File: config.mk
export PLATFORM = sky130hd
export DESIGN_NAME = pibi_top
export DESIGN_NICKNAME = d
export VERILOG_FILES = /design/src/rtl/pibi_pkg.sv /design/src/rtl/pibi_sync.sv /design/src/rtl/pibi_tmr.sv /design/src/rtl/pibi_top.sv
export SDC_FILE = /design/constraint.sdc
export NUM_CORES = 1
export LEC_CHECK = 0
export BUFFER_PORTS_ARGS = -buffer_cell sky130_fd_sc_hd__buf_2
export CAP_MARGIN = 20
export CELL_PAD_IN_SITES_DETAIL_PLACEMENT = 1
export CELL_PAD_IN_SITES_GLOBAL_PLACEMENT = 1
export CORE_MARGIN = 10
export CORE_UTILIZATION = 35
export DETAILED_ROUTE_END_ITERATION = 16
export PLACE_DENSITY_LB_ADDON = 0.25
export SLEW_MARGIN = 25
export SYNTH_ARGS = -nofsm -noshare
export SYNTH_HDL_FRONTEND = slang
export SYNTH_HIERARCHICAL = 1
export SYNTH_SLANG_ARGS = --single-unit
File: constraint.sdc
create_clock -name clk -period 3.2 [get_ports clk]
set_clock_uncertainty 0.15 [all_clocks]
set_input_delay 0.64 -clock clk [delete_from_list [all_inputs] [get_ports clk]]
set_output_delay 0.64 -clock clk [all_outputs]
set_load 0.02 [all_outputs]
File: src/rtl/pibi_pkg.sv
// constants, register map and state carriers for the programmed i/o bus master
package pibi_pkg;
  localparam int CLK_PERIOD_NS = 10;
  // register byte offsets
  localparam logic [7:0] REG_CMD = 8'h00;
  localparam logic [7:0] REG_ACC = 8'h04;
  localparam logic [7:0] REG_ODATA = 8'h08;
  localparam logic [7:0] REG_STATUS = 8'h0c;
  localparam logic [7:0] REG_CTRL = 8'h10;
  // command word fields
  localparam int CMD_ADDR_LSB = 0;
  localparam int CMD_FUNC_LSB = 6;
  localparam int CMD_OP_LSB = 9;
  // status and control bits
  localparam int ST_BUSY_BIT = 0;
  localparam int ST_DONE_BIT = 1;
  localparam int ST_JUMP_BIT = 2;
  localparam int ST_SENSE_BIT = 3;
  localparam int CTRL_INIT_BIT = 0;
  localparam int CTRL_ACK_BIT = 1;
  // e bus line positions
  localparam int EB_FUNC_LSB = 6;
  localparam int EB_CLEAR_BIT = 8;
  localparam int EB_EXC_BIT = 11;
  localparam int EB_SENSE_BIT = 12;
  localparam int EB_IN_BIT = 13;
  localparam int EB_OUT_BIT = 14;
  localparam int EB_EXC2_BIT = 15;
  localparam logic [1:0] RESP_OKAY = 2'h0;
  localparam logic [1:0] RESP_SLVERR = 2'h2;
  localparam logic [15:0] ACC_RESET = 16'h0000;
  // times in ns; select edges and the sense sample count from the start of the execute phase
  localparam int SEL_ON_NS = 100;
  localparam int SEL_OFF_NS = 400;
  localparam int HOLD_NS = 50;
  localparam int SENSE_NS = 410;
  localparam int DATA_WAIT_NS = 480;
  localparam int DSTB_NS = 200;
  // cycle counts: least times round up, the latest sense sample rounds down
  localparam logic [7:0] SEL_ON_CYC = 8'((SEL_ON_NS + CLK_PERIOD_NS - 1) / CLK_PERIOD_NS);
  localparam logic [7:0] SEL_OFF_CYC = 8'((SEL_OFF_NS + CLK_PERIOD_NS - 1) / CLK_PERIOD_NS);
  localparam logic [7:0] HOLD_CYC = 8'((HOLD_NS + CLK_PERIOD_NS - 1) / CLK_PERIOD_NS);
  localparam logic [7:0] SENSE_CYC = 8'(SENSE_NS / CLK_PERIOD_NS);
  localparam logic [7:0] DSTB_ON_CYC =
    8'((SEL_OFF_NS + DATA_WAIT_NS + CLK_PERIOD_NS - 1) / CLK_PERIOD_NS);
  localparam logic [7:0] DSTB_OFF_CYC = 8'(DSTB_ON_CYC + (DSTB_NS + CLK_PERIOD_NS - 1) / CLK_PERIOD_NS);
  localparam logic [7:0] TMR_RESET = 8'h00;

  typedef enum logic [2:0] {
    PIBI_OP_EXC = 3'h0,
    PIBI_OP_EXC2 = 3'h1,
    PIBI_OP_SENSE = 3'h2,
    PIBI_OP_IN = 3'h3,
    PIBI_OP_OUT = 3'h4
  } pibi_op_t;

  typedef enum logic [2:0] {
    PIBI_ST_IDLE = 3'h0,
    PIBI_ST_SEL = 3'h1,
    PIBI_ST_GAP = 3'h2,
    PIBI_ST_DATA = 3'h3,
    PIBI_ST_END = 3'h4
  } pibi_fsm_t;

  typedef struct packed {
    logic awready;
    logic wready;
    logic bvalid;
    logic [1:0] bresp;
    logic arready;
    logic rvalid;
    logic [1:0] rresp;
    logic [31:0] rdata;
    logic aw_have;
    logic [7:0] aw_addr;
    logic w_have;
    logic [31:0] w_data;
    logic [3:0] w_strb;
  } pibi_axi_t;

  typedef struct packed {
    pibi_axi_t axi;
    pibi_fsm_t fsm;
    pibi_op_t op;
    logic [5:0] addr;
    logic [2:0] func;
    logic [15:0] acc;
    logic [15:0] odata;
    logic [15:0] eb_o;
    logic eb_oe;
    logic sel;
    logic dstb;
    logic sense_seen;
    logic jump;
    logic done;
    logic init;
    logic ack;
    logic tclr;
  } pibi_state_t;
endpackage : pibi_pkg

File: src/rtl/pibi_sync.sv
// two flip-flop synchroniser for pin inputs
`timescale 1ns/10ps
`default_nettype none
module pibi_sync #(
  parameter int W = 1
) (
  input wire logic clk,
  input wire logic rst_n,
  input wire logic [W-1:0] d,
  output logic [W-1:0] q
);
  typedef struct packed {
    logic [W-1:0] s1;
    logic [W-1:0] s2;
  } pibi_sync_t;
  pibi_sync_t st_q;
  pibi_sync_t st_d;
  always_comb begin
    st_d.s1 = d;
    st_d.s2 = st_q.s1;
  end
  always_ff @(posedge clk or negedge rst_n) begin
    if (!rst_n) begin
      st_q <= '0;
    end else begin
      st_q <= st_d;
    end
  end
  assign q = st_q.s2;
endmodule : pibi_sync
`default_nettype wire

File: src/rtl/pibi_tmr.sv
// elapsed-cycle counter measured from the start of the execute phase
`timescale 1ns/10ps
`default_nettype none
module pibi_tmr (
  input wire logic clk,
  input wire logic rst_n,
  input wire logic clr,
  output logic [7:0] elapsed
);
  typedef struct packed {
    logic [7:0] cnt;
  } pibi_tmr_t;
  pibi_tmr_t st_q;
  pibi_tmr_t st_d;
  always_comb begin
    st_d = st_q;
    if (clr) begin
      st_d.cnt = pibi_pkg::TMR_RESET;
    end else if (st_q.cnt != 8'hff) begin
      // saturates so a stuck sequence cannot wrap into an early strobe
      st_d.cnt = st_q.cnt + 8'h01;
    end
  end
  always_ff @(posedge clk or negedge rst_n) begin
    if (!rst_n) begin
      st_q.cnt <= pibi_pkg::TMR_RESET;
    end else begin
      st_q <= st_d;
    end
  end
  assign elapsed = st_q.cnt;
endmodule : pibi_tmr
`default_nettype wire

File: src/rtl/pibi_top.sv
// computer-side programmed i/o bus sequencer with an axi4-lite register slave
//
// Our own choices: the AXI4-Lite interface to the registers and the register addresses.
`timescale 1ns/10ps
`default_nettype none
module pibi_top (
  input wire logic clk,
  input wire logic rst_n,
  input wire logic [7:0] s_axi_awaddr,
  input wire logic s_axi_awvalid,
  output logic s_axi_awready,
  input wire logic [31:0] s_axi_wdata,
  input wire logic [3:0] s_axi_wstrb,
  input wire logic s_axi_wvalid,
  output logic s_axi_wready,
  output logic [1:0] s_axi_bresp,
  output logic s_axi_bvalid,
  input wire logic s_axi_bready,
  input wire logic [7:0] s_axi_araddr,
  input wire logic s_axi_arvalid,
  output logic s_axi_arready,
  output logic [31:0] s_axi_rdata,
  output logic [1:0] s_axi_rresp,
  output logic s_axi_rvalid,
  input wire logic s_axi_rready,
  input wire logic [15:0] eb_i,
  output logic [15:0] eb_o,
  output logic eb_oe,
  output logic select_strobe,
  output logic data_strobe,
  input wire logic sense_response,
  output logic system_init_line,
  output logic access_acknowledge
);
  pibi_pkg::pibi_state_t st_q;
  pibi_pkg::pibi_state_t st_d;
  logic [15:0] eb_s;
  logic sense_s;
  logic [7:0] t;
  logic [31:0] wmask;
  logic [31:0] wmerge;
  logic [31:0] rd_val;
  logic rd_err;
  logic do_wr;
  logic busy;
  logic is_ctrl_op;

  pibi_sync #(.W(16)) u_sync_eb (
    .clk(clk),
    .rst_n(rst_n),
    .d(eb_i),
    .q(eb_s)
  );
  pibi_sync #(.W(1)) u_sync_sense (
    .clk(clk),
    .rst_n(rst_n),
    .d(sense_response),
    .q(sense_s)
  );
  pibi_tmr u_tmr (
    .clk(clk),
    .rst_n(rst_n),
    .clr(st_q.tclr),
    .elapsed(t)
  );

  assign busy = (st_q.fsm != pibi_pkg::PIBI_ST_IDLE);
  assign is_ctrl_op = (st_q.op == pibi_pkg::PIBI_OP_EXC) || (st_q.op == pibi_pkg::PIBI_OP_EXC2)
    || (st_q.op == pibi_pkg::PIBI_OP_SENSE);

  always_comb begin
    st_d = st_q;
    wmask = {{8{st_q.axi.w_strb[3]}}, {8{st_q.axi.w_strb[2]}},
             {8{st_q.axi.w_strb[1]}}, {8{st_q.axi.w_strb[0]}}};
    wmerge = 32'h00000000;
    rd_val = 32'h00000000;
    rd_err = 1'b0;
    do_wr = st_q.axi.aw_have && st_q.axi.w_have && !st_q.axi.bvalid;

    // write channels are taken independently, in either order
    if (s_axi_awvalid && st_q.axi.awready) begin
      st_d.axi.aw_have = 1'b1;
      st_d.axi.aw_addr = s_axi_awaddr;
      st_d.axi.awready = 1'b0;
    end
    if (s_axi_wvalid && st_q.axi.wready) begin
      st_d.axi.w_have = 1'b1;
      st_d.axi.w_data = s_axi_wdata;
      st_d.axi.w_strb = s_axi_wstrb;
      st_d.axi.wready = 1'b0;
    end
    if (st_q.axi.bvalid && s_axi_bready) begin
      st_d.axi.bvalid = 1'b0;
      st_d.axi.awready = 1'b1;
      st_d.axi.wready = 1'b1;
    end

    // sequencer
    st_d.tclr = 1'b0;
    case (st_q.fsm)
      pibi_pkg::PIBI_ST_IDLE: begin
        st_d.tclr = 1'b1;
        st_d.eb_oe = 1'b0;
        st_d.sel = 1'b0;
        st_d.dstb = 1'b0;
      end
      pibi_pkg::PIBI_ST_SEL: begin
        st_d.sel = (t >= pibi_pkg::SEL_ON_CYC) && (t < pibi_pkg::SEL_OFF_CYC);
        if (st_q.op == pibi_pkg::PIBI_OP_SENSE && t == pibi_pkg::SENSE_CYC) begin
          st_d.sense_seen = sense_s;
          st_d.jump = sense_s;
        end
        if (t == pibi_pkg::SEL_OFF_CYC + pibi_pkg::HOLD_CYC) begin
          if (is_ctrl_op) begin
            st_d.fsm = pibi_pkg::PIBI_ST_END;
          end else begin
            st_d.fsm = pibi_pkg::PIBI_ST_GAP;
            // address withdrawn after its hold; output word then takes the bus
            st_d.eb_oe = (st_q.op == pibi_pkg::PIBI_OP_OUT);
            st_d.eb_o = (st_q.op == pibi_pkg::PIBI_OP_OUT) ? st_q.odata : 16'h0000;
          end
        end
      end
      pibi_pkg::PIBI_ST_GAP: begin
        // waiting covers the controller's 480ns to drive input data
        if (t == pibi_pkg::DSTB_ON_CYC) begin
          st_d.dstb = 1'b1;
          st_d.fsm = pibi_pkg::PIBI_ST_DATA;
        end
      end
      pibi_pkg::PIBI_ST_DATA: begin
        if (t == pibi_pkg::DSTB_OFF_CYC) begin
          st_d.dstb = 1'b0;
          st_d.fsm = pibi_pkg::PIBI_ST_END;
          if (st_q.op == pibi_pkg::PIBI_OP_IN) begin
            // every input variant shares this path; only the clear bit differs
            st_d.acc = (st_q.func[2] ? 16'h0000 : st_q.acc) | eb_s;
          end
        end
      end
      pibi_pkg::PIBI_ST_END: begin
        st_d.eb_oe = 1'b0;
        st_d.eb_o = 16'h0000;
        st_d.done = 1'b1;
        st_d.fsm = pibi_pkg::PIBI_ST_IDLE;
      end
      default: begin
        st_d.fsm = pibi_pkg::PIBI_ST_IDLE;
      end
    endcase

    // register writes
    if (do_wr) begin
      st_d.axi.bvalid = 1'b1;
      st_d.axi.bresp = pibi_pkg::RESP_OKAY;
      if (st_q.axi.aw_addr == pibi_pkg::REG_CMD) begin
        wmerge = st_q.axi.w_data & wmask;
        if (busy || wmerge[pibi_pkg::CMD_OP_LSB +: 3] > 3'(pibi_pkg::PIBI_OP_OUT)) begin
          st_d.axi.bresp = pibi_pkg::RESP_SLVERR;
        end else begin
          st_d.op = pibi_pkg::pibi_op_t'(wmerge[pibi_pkg::CMD_OP_LSB +: 3]);
          st_d.addr = wmerge[pibi_pkg::CMD_ADDR_LSB +: 6];
          st_d.func = wmerge[pibi_pkg::CMD_FUNC_LSB +: 3];
          st_d.jump = 1'b0;
          st_d.sense_seen = 1'b0;
          st_d.fsm = pibi_pkg::PIBI_ST_SEL;
          st_d.eb_oe = 1'b1;
          st_d.eb_o = 16'h0000;
          st_d.eb_o[5:0] = wmerge[pibi_pkg::CMD_ADDR_LSB +: 6];
          st_d.eb_o[pibi_pkg::EB_FUNC_LSB +: 3] = wmerge[pibi_pkg::CMD_FUNC_LSB +: 3];
          case (pibi_pkg::pibi_op_t'(wmerge[pibi_pkg::CMD_OP_LSB +: 3]))
            pibi_pkg::PIBI_OP_EXC: st_d.eb_o[pibi_pkg::EB_EXC_BIT] = 1'b1;
            pibi_pkg::PIBI_OP_EXC2: st_d.eb_o[pibi_pkg::EB_EXC2_BIT] = 1'b1;
            pibi_pkg::PIBI_OP_SENSE: st_d.eb_o[pibi_pkg::EB_SENSE_BIT] = 1'b1;
            pibi_pkg::PIBI_OP_IN: st_d.eb_o[pibi_pkg::EB_IN_BIT] = 1'b1;
            default: st_d.eb_o[pibi_pkg::EB_OUT_BIT] = 1'b1;
          endcase
        end
      end else if (st_q.axi.aw_addr == pibi_pkg::REG_ACC) begin
        wmerge = ({16'h0000, st_q.acc} & ~wmask) | (st_q.axi.w_data & wmask);
        st_d.acc = wmerge[15:0];
      end else if (st_q.axi.aw_addr == pibi_pkg::REG_ODATA) begin
        wmerge = ({16'h0000, st_q.odata} & ~wmask) | (st_q.axi.w_data & wmask);
        st_d.odata = wmerge[15:0];
      end else if (st_q.axi.aw_addr == pibi_pkg::REG_STATUS) begin
        // write one clears done; a completion in the same cycle still wins
        if (st_q.axi.w_strb[0] && st_q.axi.w_data[pibi_pkg::ST_DONE_BIT]
            && st_q.fsm != pibi_pkg::PIBI_ST_END) begin
          st_d.done = 1'b0;
        end
      end else if (st_q.axi.aw_addr == pibi_pkg::REG_CTRL) begin
        if (st_q.axi.w_strb[0]) begin
          st_d.init = st_q.axi.w_data[pibi_pkg::CTRL_INIT_BIT];
          st_d.ack = st_q.axi.w_data[pibi_pkg::CTRL_ACK_BIT];
        end
      end else begin
        st_d.axi.bresp = pibi_pkg::RESP_SLVERR;
      end
      st_d.axi.aw_have = 1'b0;
      st_d.axi.w_have = 1'b0;
    end

    // register reads; the answer stands until rready takes it
    if (st_q.axi.rvalid && s_axi_rready) begin
      st_d.axi.rvalid = 1'b0;
      st_d.axi.arready = 1'b1;
    end
    if (s_axi_arvalid && st_q.axi.arready) begin
      if (s_axi_araddr == pibi_pkg::REG_CMD) begin
        rd_val[pibi_pkg::CMD_ADDR_LSB +: 6] = st_q.addr;
        rd_val[pibi_pkg::CMD_FUNC_LSB +: 3] = st_q.func;
        rd_val[pibi_pkg::CMD_OP_LSB +: 3] = st_q.op;
      end else if (s_axi_araddr == pibi_pkg::REG_ACC) begin
        rd_val[15:0] = st_q.acc;
      end else if (s_axi_araddr == pibi_pkg::REG_ODATA) begin
        rd_val[15:0] = st_q.odata;
      end else if (s_axi_araddr == pibi_pkg::REG_STATUS) begin
        rd_val[pibi_pkg::ST_BUSY_BIT] = busy;
        rd_val[pibi_pkg::ST_DONE_BIT] = st_q.done;
        rd_val[pibi_pkg::ST_JUMP_BIT] = st_q.jump;
        rd_val[pibi_pkg::ST_SENSE_BIT] = st_q.sense_seen;
      end else if (s_axi_araddr == pibi_pkg::REG_CTRL) begin
        rd_val[pibi_pkg::CTRL_INIT_BIT] = st_q.init;
        rd_val[pibi_pkg::CTRL_ACK_BIT] = st_q.ack;
      end else begin
        rd_err = 1'b1;
      end
      st_d.axi.arready = 1'b0;
      st_d.axi.rvalid = 1'b1;
      st_d.axi.rdata = rd_val;
      st_d.axi.rresp = rd_err ? pibi_pkg::RESP_SLVERR : pibi_pkg::RESP_OKAY;
    end
  end

  // a reset in mid-transfer drops both strobes at once, so a pulse in progress reaches a controller cut short
  always_ff @(posedge clk or negedge rst_n) begin
    if (!rst_n) begin
      st_q <= '0;
      st_q.axi.awready <= 1'b1;
      st_q.axi.wready <= 1'b1;
      st_q.axi.arready <= 1'b1;
      st_q.acc <= pibi_pkg::ACC_RESET;
    end else begin
      st_q <= st_d;
    end
  end

  assign s_axi_awready = st_q.axi.awready;
  assign s_axi_wready = st_q.axi.wready;
  assign s_axi_bvalid = st_q.axi.bvalid;
  assign s_axi_bresp = st_q.axi.bresp;
  assign s_axi_arready = st_q.axi.arready;
  assign s_axi_rvalid = st_q.axi.rvalid;
  assign s_axi_rdata = st_q.axi.rdata;
  assign s_axi_rresp = st_q.axi.rresp;
  assign eb_o = st_q.eb_o;
  assign eb_oe = st_q.eb_oe;
  assign select_strobe = st_q.sel;
  assign data_strobe = st_q.dstb;
  assign system_init_line = st_q.init;
  assign access_acknowledge = st_q.ack;
endmodule : pibi_top
`default_nettype wire
==> results.md <==
- M1 wire length: 9.65 mm
- GR Overflow Total: 0
- Wire length on met3: 1.23 mm
- Via count: 5333
- Cells after Synth: 659
- Req. time, crit path: 3.35 ns
- Syn Std Cell Area: 7380 sq um
- WL met2: 9.80 mm
- PortBufs: 101
- Setup Fix Bufs, Post-CTS: 0
- Worst Max-Slew Pin Slew: 0.887 ns
- Placement Setup Slack: 0.510 ns
- Most common cell after layout, fill and taps aside: dfrtp_1
- Post-layout minimum cycle time: 2.74 ns
- CTS tree: done
- Die area: 27300 sq um
- Mapped Avg Cell Area: 11.2 sq um
- DRC Markers: 0
- Hold Vio Cnt, Final: 0
- Reg area: 4130 sq um
- Most frequent cells in the layout: dfrtp_1 (162), buf_2 (100), nand2_1 (56)
- DP HPWL: 15.4 mm
- Worst skew pair latency: 0.43 ns
- Area share of the largest cell type after synthesis: 0.550
- Top layer in use: met4
- Multi-input gate area: 2710 sq um
- Initial antenna violation count: 0
- Synth async-reset ratio: 1.00
- GRT Total Usage: 0.156
- DR pass1 iterations: 4
- Seq/Total Area, Yosys: 0.560
- FMAX: 365 MHz
- DIE WIDTH: 165 um
- Synth cell types: 61
- Initial core utilization: 0.353
- Pin count of the biggest net entering global routing: 82
- Setup violators final: 0
- Vias/cell: 5.24
- Layout cell share with drive strength beyond 1: 0.272
- RePlAce Congestion: 0.856
- Row count: 53
- Clock Tree Root: clkbuf_16
- CTS clock-pin slew for the worst setup and hold paths: 0.07 ns
- CP Launch Type: flip-flop
- Worst Setup Slack, final: 0.459 ns
- Max-slew headroom: 0.407
- Worst Hold Class: input pin to flip-flop
- Area growth from synthesis to layout: 15.3%
- Nets: 807
- # Max-Cap Violations: 0
- Max VDD drop: 0.000391 V
- Filler instances: 2326
- I/O pins: 138
- Post-cts sizing count: 0
- Part of the cycle the worst path needs: 0.857
- Max clock buf depth: 2
- Slew Limit Fails: 0
- Yosys warning total: 6
- H-tree depth: 4
- Hold Buf Count CTS: 1
- Antenna viol nets, final: 0
- Power density cells: 708 nW/um^2
- Synthesized flop and latch total: 165
- Vias in the first global route: 5805
- Wire length per cell: 20.6 um
- RSZ-0062 raised after global routing: no
- Synth area leader: dfrtp_1
- Die H: 165 um
- Main synth FF type: dfrtp_1
- Kind of capture point of the worst setup path: flip-flop
- Lkg Pwr: 3.99 nW
- Crit Path Category: flip-flop to flip-flop
- Post-synth EDFFs: 0
- CTS buffer count: 17
- Core Box Area: 20900 sq um
- Num Clock Sinks: 165
- Crit-path max FO: 9
- Wire length of the first global-routing pass: 33.0 mm
- Post-Route WL: 21.0 mm
- CP arrival: 2.89 ns
- N_diodes: 0
- Main area contributors after synthesis: dfrtp_1 (55%), buf_4 (5.3%), mux2_2 (4.9%)
- Finished Core Util: 0.407
- Status: complete, no violations
- 1st-iter DRT viols: 272
- Setup TNS: 0 ns
cell usage after synthesis (3+ instances only):
master and number:
a31oi_1 4, nor3b_1 5, buf_2 6, a21oi_1 21
nand4_1 6, a22o_1 9, and4_2 3, a211oi_1 5
o211ai_1 4, buf_4 52, or3_1 3, dfstp_2 3
mux2i_1 17, inv_1 23, a221o_1 18, o21ai_0 32
or4_1 6, nand3_1 15, buf_1 3, and3_1 4
nor3_1 9, o31ai_1 12, nor2_1 39, dfrtp_1 162
nor2b_1 11, a22oi_1 19, clkbuf_1 23, and2_1 3
nand2_1 57, a21o_1 11, o22ai_1 5, mux2_2 32
logic make-up (layout without fill, tap and decap cells):
| group | Yosys count | after routing | share of synthesized area |
|---|---|---|---|
| DFF | 165 | 165 | 0.560 |
| muxes | 51 | 51 | 0.0780 |
| AOI/OAI and AO/OA | 153 | 153 | 0.149 |
| buffers and inverters | 107 | 174 | 0.0819 |
| xor gates and xnor gates | 1 | 1 | 0.00119 |
| adders and majority gates | 1 | 1 | 0.00170 |
| and+or+nand+nor | 180 | 180 | 0.127 |
| other | 1 | 18 | 0.000508 |
metrics by stage:
stage / power (mW) / instance area (sq um) / hold slack, ns / std cells
6_report: 6.02 / 8500 / 0.164 / 1018
5_1_grt: 6.35 / 8500 / 0.140 / 1018
4_1_cts: 6.10 / 8500 / 0.140 / 1018
3_5_place_dp: 4.10 / 7920 / 0.191 / 985
3_3_place_gp: 4.02 / 7920 / 0.187 / 985
2_1_floorplan: 3.67 / 7440 / 0.181 / 676
routing by layer:
layer  vias to the layer above  GRT usage
met5                         -          0
met4                         0     0.0471
met3                        20     0.0377
met2                       147      0.245
met1                      2724      0.210
li1                       2442          -
worst paths after layout:
check,start,endpoint,slack [ns],cells after the start
min,sense_response,u_sync_sense/st_d[0],0.16,1
max,u_tmr/elapsed[6],flip-flop,0.46,5
max in group asynchronous,rst_n,s_axi_wready,1.52,3
min in group asynchronous,rst_n,st_q[76],0.57,2
min reg2reg,u_sync_eb/st_d[9],u_sync_eb/q[9],0.20,0
max reg2reg,u_tmr/elapsed[6],flip-flop,0.46,5
worst max-delay path, cell delays in order, from the launching register on:
cell and delay, ns:
dfrtp_1 0.53, nor3b_1 0.38, nand3_1 0.30, a2111oi_4 0.62
a21boi_2 0.27, a221o_1 0.36
final cells by class:
type | count | area share
inverters | 23 | 0.0102
clock buffers | 20 | 0.0549
repair buffers | 119 | 0.0778
multi-input cells | 404 | 0.319
flip-flops and latches | 165 | 0.486
well taps | 275 | 0.0405
clock inverters | 12 | 0.0121
report_power, final:
| group | switching, mW | internal (mW) |
|---|---|---|
| combinational | 0.681 | 0.495 |
| clock | 0.837 | 1.13 |
| sequential | 0.423 | 2.46 |
| total | 1.94 | 4.08 |
(Power assumes the default switching activity.)
